[src/supervisor_map.svh]
`ifndef SUPERVISOR_MAP_SVH
`define SUPERVISOR_MAP_SVH
`define SYS_CLK_MHZ           100
`define TIMEOUT_MS            210
`define TIMEOUT_CYC           (`TIMEOUT_MS * 1000 * `SYS_CLK_MHZ)
`define SETUP_K_MS            10080
`define SETUP_L_MS            6720
`define SETUP_S_MS            3360
`define SETUP_T_MS            1680
`define IMM_QUAL_NS           1000
`define IMM_QUAL_CYC          ((`IMM_QUAL_NS * `SYS_CLK_MHZ) / 1000)
`define IMM_GLITCH_NS         100
`define IMM_GLITCH_CYC        ((`IMM_GLITCH_NS * `SYS_CLK_MHZ + 999) / 1000)
`define IMM_FALL_MS           210
`define IMM_FALL_CYC          (`IMM_FALL_MS * 1000 * `SYS_CLK_MHZ)
`define TICK_CYC              100000
`define CNT_W                 32
`endif

[src/supervisor_pkg.sv]
`default_nettype none
package supervisor_pkg;
    typedef enum logic [2:0] {
        VAR_SINGLE    = 3'h1,
        VAR_DUAL      = 3'h2,
        VAR_IMMEDIATE = 3'h4
    } variant_e;
    typedef enum logic [1:0] {
        SETUP_K = 2'h0,
        SETUP_L = 2'h1,
        SETUP_S = 2'h2,
        SETUP_T = 2'h3
    } setup_opt_e;
    typedef enum logic [2:0] {
        HOLD_IDLE  = 3'h1,
        HOLD_COUNT = 3'h2,
        HOLD_SPENT = 3'h4
    } hold_state_e;
    typedef logic [31:0] cnt_t;
endpackage
`default_nettype wire

[src/pulse_timer.sv]
`default_nettype none
`include "supervisor_map.svh"
// Counts down a load value; busy while nonzero; a new load restarts it.
module pulse_timer
    import supervisor_pkg::*;
(
    // Clock and reset.
    input  wire  logic sys_clk_i,
    input  wire  logic srst_i,
    // Control.
    input  wire  logic load_i,
    input  wire  cnt_t load_val_i,
    // Status.
    output var   logic busy_o
);
    cnt_t cnt_q;
    cnt_t cnt_d;

    always_comb begin
        cnt_d = cnt_q;
        if (load_i) begin
            cnt_d = load_val_i;
        end else if (cnt_q != 32'h0) begin
            cnt_d = cnt_q - 32'h1;
        end
    end

    always_ff @(posedge sys_clk_i) begin
        if (srst_i) begin
            cnt_q <= 32'h0;
        end else begin
            cnt_q <= cnt_d;
        end
    end

    assign busy_o = (cnt_q != 32'h0);
endmodule // pulse_timer
`default_nettype wire

[src/supervisor_manual_reset_timer.sv]
// Contract
// Any low supply flag asserts reset.
// Hold reset one timeout after supplies recover.
// Full setup hold low emits one pulse.
// Short low intervals produce no reset.
// Setup period chosen from four options.
// Dual variant needs both inputs low.
// Immediate rising edge starts pulse directly.
// Immediate input qualified, glitches rejected, fast.
// Manual pulse lasts the manual timeout.
// Reset output is active low.
// Rearm only after a release then hold.
// New immediate edge restarts the timeout.
// Immediate falling edge filtered about 210 ms.
// Output ORs supply hold and manual pulse.
// Undriven long-hold input reads inactive.
`default_nettype none
`include "supervisor_map.svh"
module supervisor_manual_reset_timer
    import supervisor_pkg::*;
#(
    parameter variant_e   VARIANT      = VAR_SINGLE,
    parameter setup_opt_e SETUP_OPT    = SETUP_L,
    parameter cnt_t       TIMEOUT_CYC  = `TIMEOUT_CYC,
    parameter cnt_t       FALL_CYC     = `IMM_FALL_CYC,
    parameter cnt_t       TICK_CYC     = `TICK_CYC
)
(
    // Clock and reset.
    input  wire  logic sys_clk_i,
    input  wire  logic srst_i,
    // Supply comparators, high while a supply is below threshold.
    input  wire  logic vcc_under_i,
    input  wire  logic adjustable_monitor_input_under_i,
    // Manual inputs; long-hold inputs active low, driven value with drive flag.
    input  wire  logic long_hold_manual_input_a_n_i,
    input  wire  logic long_hold_manual_input_a_driven_i,
    input  wire  logic second_manual_input_i,
    input  wire  logic second_manual_input_driven_i,
    // Processor reset.
    output var   logic sys_reset_n_o
);
    // Setup period in millisecond ticks.
    function automatic cnt_t setup_ticks(input setup_opt_e opt);
        case (opt)
            SETUP_K: setup_ticks = cnt_t'(`SETUP_K_MS);
            SETUP_L: setup_ticks = cnt_t'(`SETUP_L_MS);
            SETUP_S: setup_ticks = cnt_t'(`SETUP_S_MS);
            SETUP_T: setup_ticks = cnt_t'(`SETUP_T_MS);
            default: setup_ticks = cnt_t'(`SETUP_L_MS);
        endcase
    endfunction

    localparam cnt_t HOLD_SETUP_PERIOD = setup_ticks(SETUP_OPT);
    localparam cnt_t QUAL_CYC          = cnt_t'(`IMM_QUAL_CYC);
    localparam cnt_t GLITCH_CYC        = cnt_t'(`IMM_GLITCH_CYC);

    // Millisecond tick divider.
    cnt_t tick_cnt_q;
    cnt_t tick_cnt_d;
    logic ms_tick;

    always_comb begin
        tick_cnt_d = tick_cnt_q + 32'h1;
        if (tick_cnt_q >= TICK_CYC - 32'h1) begin
            tick_cnt_d = 32'h0;
        end
    end

    always_ff @(posedge sys_clk_i) begin
        if (srst_i) begin
            tick_cnt_q <= 32'h0;
        end else begin
            tick_cnt_q <= tick_cnt_d;
        end
    end

    assign ms_tick = (tick_cnt_q >= TICK_CYC - 32'h1);

    // Input conditioning.
    logic mr_a_low;
    logic mr_b_low;
    logic hold_cond;

    assign mr_a_low = long_hold_manual_input_a_driven_i & ~long_hold_manual_input_a_n_i;
    assign mr_b_low = second_manual_input_driven_i & ~second_manual_input_i;

    always_comb begin
        case (VARIANT)
            VAR_DUAL: hold_cond = mr_a_low & mr_b_low;
            default:  hold_cond = mr_a_low;
        endcase
    end

    // Long-hold detector.
    hold_state_e hold_st_q;
    hold_state_e hold_st_d;
    cnt_t        hold_cnt_q;
    cnt_t        hold_cnt_d;
    logic        hold_fire;

    always_comb begin
        hold_st_d  = hold_st_q;
        hold_cnt_d = hold_cnt_q;
        hold_fire  = 1'b0;
        case (hold_st_q)
            HOLD_IDLE: begin
                hold_cnt_d = 32'h0;
                if (hold_cond) begin
                    hold_st_d = HOLD_COUNT;
                end
            end
            HOLD_COUNT: begin
                if (!hold_cond) begin
                    hold_st_d = HOLD_IDLE;
                end else if (ms_tick) begin
                    hold_cnt_d = hold_cnt_q + 32'h1;
                    if (hold_cnt_q + 32'h1 >= HOLD_SETUP_PERIOD) begin
                        hold_fire = 1'b1;
                        hold_st_d = HOLD_SPENT;
                    end
                end
            end
            HOLD_SPENT: begin
                if (!hold_cond) begin
                    hold_st_d = HOLD_IDLE;
                end
            end
            default: hold_st_d = HOLD_IDLE;
        endcase
    end

    always_ff @(posedge sys_clk_i) begin
        if (srst_i) begin
            hold_st_q  <= HOLD_IDLE;
            hold_cnt_q <= 32'h0;
        end else begin
            hold_st_q  <= hold_st_d;
            hold_cnt_q <= hold_cnt_d;
        end
    end

    // Immediate input: high-level qualifier and falling-edge filter.
    cnt_t imm_hi_q;
    cnt_t imm_hi_d;
    cnt_t imm_lo_q;
    cnt_t imm_lo_d;
    logic imm_state_q;
    logic imm_state_d;
    logic imm_fire;

    always_comb begin
        imm_hi_d    = 32'h0;
        imm_lo_d    = 32'h0;
        imm_state_d = imm_state_q;
        imm_fire    = 1'b0;
        if (VARIANT == VAR_IMMEDIATE) begin
            if (second_manual_input_i) begin
                imm_hi_d = (imm_hi_q >= QUAL_CYC) ? imm_hi_q : imm_hi_q + 32'h1;
                if (!imm_state_q && imm_hi_q + 32'h1 > GLITCH_CYC) begin
                    imm_state_d = 1'b1;
                    imm_fire    = 1'b1;
                end
            end else begin
                imm_lo_d = (imm_lo_q >= FALL_CYC) ? imm_lo_q : imm_lo_q + 32'h1;
                if (imm_state_q && imm_lo_q + 32'h1 >= FALL_CYC) begin
                    imm_state_d = 1'b0;
                end
            end
        end
    end

    always_ff @(posedge sys_clk_i) begin
        if (srst_i) begin
            imm_hi_q    <= 32'h0;
            imm_lo_q    <= 32'h0;
            imm_state_q <= 1'b0;
        end else begin
            imm_hi_q    <= imm_hi_d;
            imm_lo_q    <= imm_lo_d;
            imm_state_q <= imm_state_d;
        end
    end

    // Manual pulse timer; each trigger reloads it.
    logic manual_busy;

    pulse_timer u_manual_timer (
        .sys_clk_i (sys_clk_i),
        .srst_i    (srst_i),
        .load_i    (hold_fire | imm_fire),
        .load_val_i(TIMEOUT_CYC),
        .busy_o    (manual_busy)
    );

    // Supply hold timer, reloaded every cycle a supply is low.
    logic supply_low;
    logic supply_busy;

    assign supply_low = vcc_under_i | adjustable_monitor_input_under_i;

    pulse_timer u_supply_timer (
        .sys_clk_i (sys_clk_i),
        .srst_i    (srst_i),
        .load_i    (supply_low),
        .load_val_i(TIMEOUT_CYC),
        .busy_o    (supply_busy)
    );

    // Output register.
    logic rst_n_q;
    logic rst_n_d;

    always_comb begin
        rst_n_d = ~(supply_low | supply_busy | manual_busy | imm_fire | hold_fire);
    end

    always_ff @(posedge sys_clk_i) begin
        if (srst_i) begin
            rst_n_q <= 1'b0;
        end else begin
            rst_n_q <= rst_n_d;
        end
    end

    assign sys_reset_n_o = rst_n_q;
endmodule // supervisor_manual_reset_timer
`default_nettype wire

[config.mk]
export PLATFORM = sky130hd
export DESIGN_NAME = supervisor_manual_reset_timer
export DESIGN_NICKNAME = d
export VERILOG_FILES = /design/src/supervisor_pkg.sv /design/src/pulse_timer.sv /design/src/supervisor_manual_reset_timer.sv
export VERILOG_INCLUDE_DIRS = /design/src
export SDC_FILE = /design/constraint.sdc
export NUM_CORES = 1
export LEC_CHECK = 0
export BUFFER_PORTS_ARGS = -buffer_cell sky130_fd_sc_hd__buf_2
export CAP_MARGIN = 10
export CORE_MARGIN = 2
export CORE_UTILIZATION = 50
export CTS_BUF_LIST = sky130_fd_sc_hd__clkbuf_16
export DETAILED_ROUTE_END_ITERATION = 10
export HOLD_SLACK_MARGIN = 0.06
export PLACE_DENSITY = 0.66
export SKIP_LAST_GASP = 1
export SYNTH_ARGS = -nofsm -noshare
export SYNTH_HDL_FRONTEND = slang
export SYNTH_HIERARCHICAL = 1
export SYNTH_SLANG_ARGS = --single-unit
[constraint.sdc]
create_clock -name sys_clk_i -period 9.4 [get_ports sys_clk_i]
set_input_delay 0.47 -clock sys_clk_i [delete_from_list [all_inputs] [get_ports sys_clk_i]]
set_output_delay 0.47 -clock sys_clk_i [all_outputs]
set_load 0.01 [all_outputs]
[Word level (Yosys, flattened, before mapping)]
Index checks and enable logic that the tools add are counted.
Word-level totals
  input bits: 8
  word-level logic and storage cells: 57
  register bits: 132
  output and inout port bits: 1
Operators by class
  add/subtract/negate cells: 4
  bitwise gates (word level): 7
  eq/ne operators: 9
  muxes and demuxes: 17
  order comparisons: 2
  reduce and logical (&&, ||, !) cells: 10
Operators by type and width (number)
  $mux 25: 4
  $add 32x1->32 const B: 2
  $mux 32: 2
  $pmux 32 s2: 1
  $reduce_bool 32->1: 2
  $sub 32x1->32 const B: 2
  $ge 32x13->1 const B: 1
  $ge 32x17->1 const B: 1
  $mux 3: 5
  $pmux 3 s3: 1
  $ne 2x2->1 const B: 4
  $ne 3x3->1 const B: 2
  $reduce_bool 2->1: 3
  $reduce_or 2->1: 3
  $mux 1: 4
  $or 1x1->1: 4
  $reduce_and 4->1: 1
  $eq 3x1->1 const B: 1
  $eq 3x2->1 const B: 1
  $eq 3x3->1 const B: 1
  $reduce_and 3->1: 1
  $not 1->1: 2
  $and 1x1->1: 1

[Logic depth before layout (Yosys ltp)]
  depth after elaboration: 8
  mapped depth: 12
  gate-level depth less buffers: 11

[Cells and area by module]
The synthesis kept the hierarchy.
Modules (own cells, without submodules)
  supervisor_manual_reset_timer: times used 1, cells each 459, area each 3587.2 µm²
  pulse_timer at u_supply_timer: times used 1, cells each 216, area each 1696.6 µm²
  pulse_timer at u_manual_timer: times used 1, cells each 206, area each 1675.4 µm²

[Least setup slack after synthesis]
No wires, ideal clock.
  path type: register to register
  start point: register hold_cnt_q[0]
  end point: register u_manual_timer.cnt_q[10]
  required time: 9.326 ns
  slack: 6.106 ns
  data arrival time: 3.219 ns
  cell stages (with the launch flop): 13
  path buffers: 1
  path through: dfxtp_1 > ha_1 > nand4_2 > or4_1 > or4_4 > xnor2_1 > a311oi_1 > a31o_1 > inv_1 > or2_2 > nand2b_1 > clkbuf_2 > o21ai_0
Between the ends
  longest elaborated chain between the ends: 7
Ends and longest elaborated chain
  start: declaration: line supervisor_manual_reset_timer.sv:98  | cnt_t hold_cnt_q;
  start signal: assignment: line supervisor_manual_reset_timer.sv:139  | hold_cnt_q <= hold_cnt_d;
  $add 32x1->32 (*): line supervisor_manual_reset_timer.sv:118  | if (hold_cnt_q + 32'h1 >= HOLD_SETUP_PERIOD) begin
  $ge 32x13->1 (*): line supervisor_manual_reset_timer.sv:118
  $mux 1 (*): line supervisor_manual_reset_timer.sv:118
  $mux 1 (*): line supervisor_manual_reset_timer.sv:116  | end else if (ms_tick) begin
  $mux 1 (*): line supervisor_manual_reset_timer.sv:114  | if (!hold_cond) begin
  $mux 1 (*): line supervisor_manual_reset_timer.sv:106  | case (hold_st_q)
  named net hold_fire: line supervisor_manual_reset_timer.sv:100  | logic hold_fire;
  $mux 25 or $reduce_bool 2->1 (tied branches)
  end signal: assignment: line pulse_timer.sv:32  | cnt_q <= cnt_d;
  end: declaration: line pulse_timer.sv:16  | cnt_t cnt_q;
Mark *: on every way through the listed nets, which the timed path passes. The rest lies on a longest branch.
A chain may end at the register's enable or synchronous reset.

[Worst setup path in the final report]
  start point: register hold_cnt_q[0]
  end point: register u_manual_timer.cnt_q[20]
Between the ends
  longest elaborated chain between the ends: 7
Ends and longest elaborated chain (line)
  $add 32x1->32: supervisor_manual_reset_timer.sv:118
  $ge 32x13->1: supervisor_manual_reset_timer.sv:118
  $mux 1: supervisor_manual_reset_timer.sv:118
  $mux 1: supervisor_manual_reset_timer.sv:116
  $mux 1: supervisor_manual_reset_timer.sv:114
  $mux 1: supervisor_manual_reset_timer.sv:106
  named net hold_fire: supervisor_manual_reset_timer.sv:100
  $reduce_or 2->1 (no line)
The timed path passes the listed nets, and every way through them passes these cells.

==> impl_metrics.env <==
export IMPL_status="finished, final reports clean"
export IMPL_reg2reg_depth=11
export IMPL_via_per_inst=5.36
export IMPL_drv_cap=0
export IMPL_dp_hpwl_um=10000
export IMPL_cpMaxStageDelayCell="or4_1"
export IMPL_die_area_mm2=0.0149
export IMPL_ys_seq_elements=132
export IMPL_syn_inst=881
export IMPL_n_antenna_cell=0
export IMPL_rsz0062_at_grt="false"
export IMPL_setup_violations=0
export IMPL_crit_path_max_incr_delay_ps=590
export IMPL_first_iter_violations=370
export IMPL_cp_required_ps=9730
export IMPL_antenna_found_initial=1
export IMPL_p_int_mw=1.27
export IMPL_synth_async_sr_flop_share_pct=0
export IMPL_final_min_clock_period_ps=4450
export IMPL_std_cell_rows=43
export IMPL_final_hold_viol_count=0
export IMPL_root_buffer="clkbuf_16"
export IMPL_regToRegSetupSlack_ps=4950
export IMPL_final_cell_count_no_fill=1139
export IMPL_ctsHoldBuffers=0
export IMPL_synthDistinctLibCells=71
export IMPL_crit_family="simple AND/OR/NAND/NOR gates"
export IMPL_fin_setup_tns_ps=0
export IMPL_postCtsSetupBuffers=0
export IMPL_min_period_over_period_pct=47.4
export IMPL_power_density_mw_per_mm2=243
export IMPL_p_switching_mw=0.658
export IMPL_fin_area_mm2=0.00795
export IMPL_ant_nets=0
export IMPL_switching_share_pct=34.0
export IMPL_p_total_mw=1.93
export IMPL_fp_dieW_um=122
export IMPL_setup_slack_ps=4950
export IMPL_worstMarginPinSlew_ps=1180
export IMPL_min_to="hold_st_q[0]$_SDFFE_PP1P_"
export IMPL_io_pins=9
export IMPL_cp_cell_sequence="ha_1 > nand4_2 > or4_1 > or4_4 > xnor2_1 > a311oi_1 > a31o_1 > inv_1 > or2_2 > nand2b_1 > o21ai_0"
export IMPL_grtUsageTotal_pct=21.9
export IMPL_htreeDepth=4
export IMPL_finClkSkew_ps=6.80
export IMPL_avgRoutedWirePerCell_um=13.4
export IMPL_placed_cells=1107
export IMPL_dr_pass1_iters=5
export IMPL_areaGrowthSynthToFinish_pct=14.2
export IMPL_clk_pin_slew_worst_paths_ps=60
export IMPL_fin_nets=958
export IMPL_report_final_slew_viol_count=0
export IMPL_reg2reg_from="hold_cnt_q[0]$_SDFFE_PP0P_"
export IMPL_syn_area_per_cell_um2=7.90
export IMPL_start_kind="flop"
export IMPL_initial_utilization_pct=50.7
export IMPL_first_global_vias=5579
export IMPL_coreArea_mm2=0.0137
export IMPL_ir_drop_uv=147
export IMPL_cts_max_path_buffers=2
export IMPL_synth_edf_count=0
export IMPL_grt_ovfl_total=0
export IMPL_placement_io_buffers=6
export IMPL_cts_tree="done"
export IMPL_fmax_ghz=0.224
export IMPL_grt_first_pass_wirelength_um=26200
export IMPL_worstSkewPairLatency_ps=430
export IMPL_vias=6106
export IMPL_min_from="long_hold_manual_input_a_driven_i"
export IMPL_maxSlewHeadroom_pct=20.4
export IMPL_yosysSeqAreaShare_pct=38.0
export IMPL_r2r_end="u_manual_timer/cnt_q[20]$_SDFFE_PP0P_"
export IMPL_ctsResizeCount=0
export IMPL_cp_num_buf_inv=1
export IMPL_p_seq_share_pct=37.0
export IMPL_worstPathArrival_ps=4780
export IMPL_power_leakage_nw=2.81
export IMPL_die_y_um=122
export IMPL_wirelength_um=15300
export IMPL_critPathCaptureType="flop"
export IMPL_clkSinkCount=132
export IMPL_layout_commonest_cell="dfxtp_1"
export IMPL_pwr_share_comb_pct=29.0
export IMPL_post_dp_cell_area_mm2=0.00736
export IMPL_worst_path_max_fanout=23
export IMPL_remaining_drc_errors=0
export IMPL_pre_cts_ws_ps=4950
export IMPL_worstSetupPathType="reg2reg"
export IMPL_final_cell_mix="dfxtp_1, nand2_1, nor2_1"
export IMPL_yosysWarningCount=6
export IMPL_p_clk_share_pct=34.0
export IMPL_whs_path_depth=4
export IMPL_hp_class="in2reg"
export IMPL_drive_above_1_share_pct=8.34
export IMPL_place_gp_congestion=0.836
export IMPL_synth_flop_cell="dfxtp_1"
export IMPL_synthesis_area_mm2=0.00696
export IMPL_cts_buffers_inserted=17
export IMPL_grt_max_degree=59
==> cell families (layout without fill, tap and decap cells) <==
kind of cell,after synthesis,after routing,share of synthesized area [%]
simple gates,432,432,32.6
compound gates,170,170,14.6
flops,132,132,38.0
xor+xnor,72,72,9.06
buf+inv,61,62,3.83
mux,8,8,1.19
fa+ha+maj,4,4,0.719
other cells,2,79,0.108
==> worst max path at each step <==
stage / startpoint / to / depth (start not counted)
6_report: hold_cnt_q[0]$_SDFFE_PP0P_ / u_manual_timer/cnt_q[20]$_SDFFE_PP0P_ / 11
3_5_place_dp: hold_cnt_q[0]$_SDFFE_PP0P_ / u_manual_timer/cnt_q[11]$_SDFFE_PP0P_ / 11
2_1_floorplan: hold_cnt_q[0]$_SDFFE_PP0P_ / u_manual_timer/cnt_q[10]$_SDFFE_PP0P_ / 12
4_1_cts: hold_cnt_q[0]$_SDFFE_PP0P_ / u_manual_timer/cnt_q[20]$_SDFFE_PP0P_ / 11
5_1_grt: hold_cnt_q[0]$_SDFFE_PP0P_ / u_manual_timer/cnt_q[20]$_SDFFE_PP0P_ / 11
3_3_place_gp: hold_cnt_q[0]$_SDFFE_PP0P_ / u_manual_timer/cnt_q[20]$_SDFFE_PP0P_ / 11
==> per-layer routing <==
| layer | routed length, um | up-vias | GRT usage (%) |
|---|---|---|---|
| met2 | 6880 | 99 | 34.7 |
| met3 | 566 | 26 | 5.38 |
| met5 | 7 | - | 0 |
| met1 | 7570 | 2765 | 29.0 |
| met4 | 246 | 2 | 7.40 |
| li1 | - | 3214 | - |
==> worst register-to-register path, cell delays in order, from the launching register on <==
cell and delay [ps]:
dfxtp_1 390, ha_1 300, nand4_2 170, or4_1 590, or4_4 450, xnor2_1 150, a311oi_1 550, a31o_1 260
inv_1 230, or2_2 390, nand2b_1 510, o21ai_0 350
==> synth_stat cells, drive strengths merged, types with 12 or more instances <==
cell,count,area (um2)
a21oi,46,230
nand4,27,181
nor4,38,268
o21ai,67,335
xnor2,48,420
nand3,33,170
xor2,24,210
or4,13,116
nand2,113,424
inv,16,60.1
nor3,46,258
a31oi,12,75.1
nor2,91,349
clkbuf,36,146
dfxtp,132,2640
or3,16,113
==> metrics by stage <==
stage	utilization, %	hold WS [ps]
2_1_floorplan	-	430
3_3_place_gp	53.7	445
3_5_place_dp	53.7	451
4_1_cts	57.9	407
5_1_grt	57.9	432
6_report	57.9	415
==> state kept, by name (all words and copies together) (netlist names) <==
| signal | flops |
|---|---|
| u_manual_timer/cnt_q | 32 |
| sys_reset_n_o | 1 |
| hold_cnt_q | 32 |
| hold_st_q | 3 |
| tick_cnt_q | 32 |
| u_supply_timer/cnt_q | 32 |
==> power by group through the flow <==
stage               combinational, mW  clock, mW  sequential, mW
global placement                0.549          0           0.723
detailed placement              0.557          0           0.724
CTS                             0.561      0.671           0.714
global route                    0.632      0.699           0.725
floorplan                       0.489          0           0.708
finish                          0.560      0.657           0.715
==> final cells by class <==
class	instances	area, um2
clock buffer	17	425
fill	1326	5770
timing repair buffer	14	90.1
clock inverter	15	159
multi-input combinational	765	4350
tap	180	225
sequential	132	2640
inverter	16	60.1
Power figures use the tool's default switching activity.
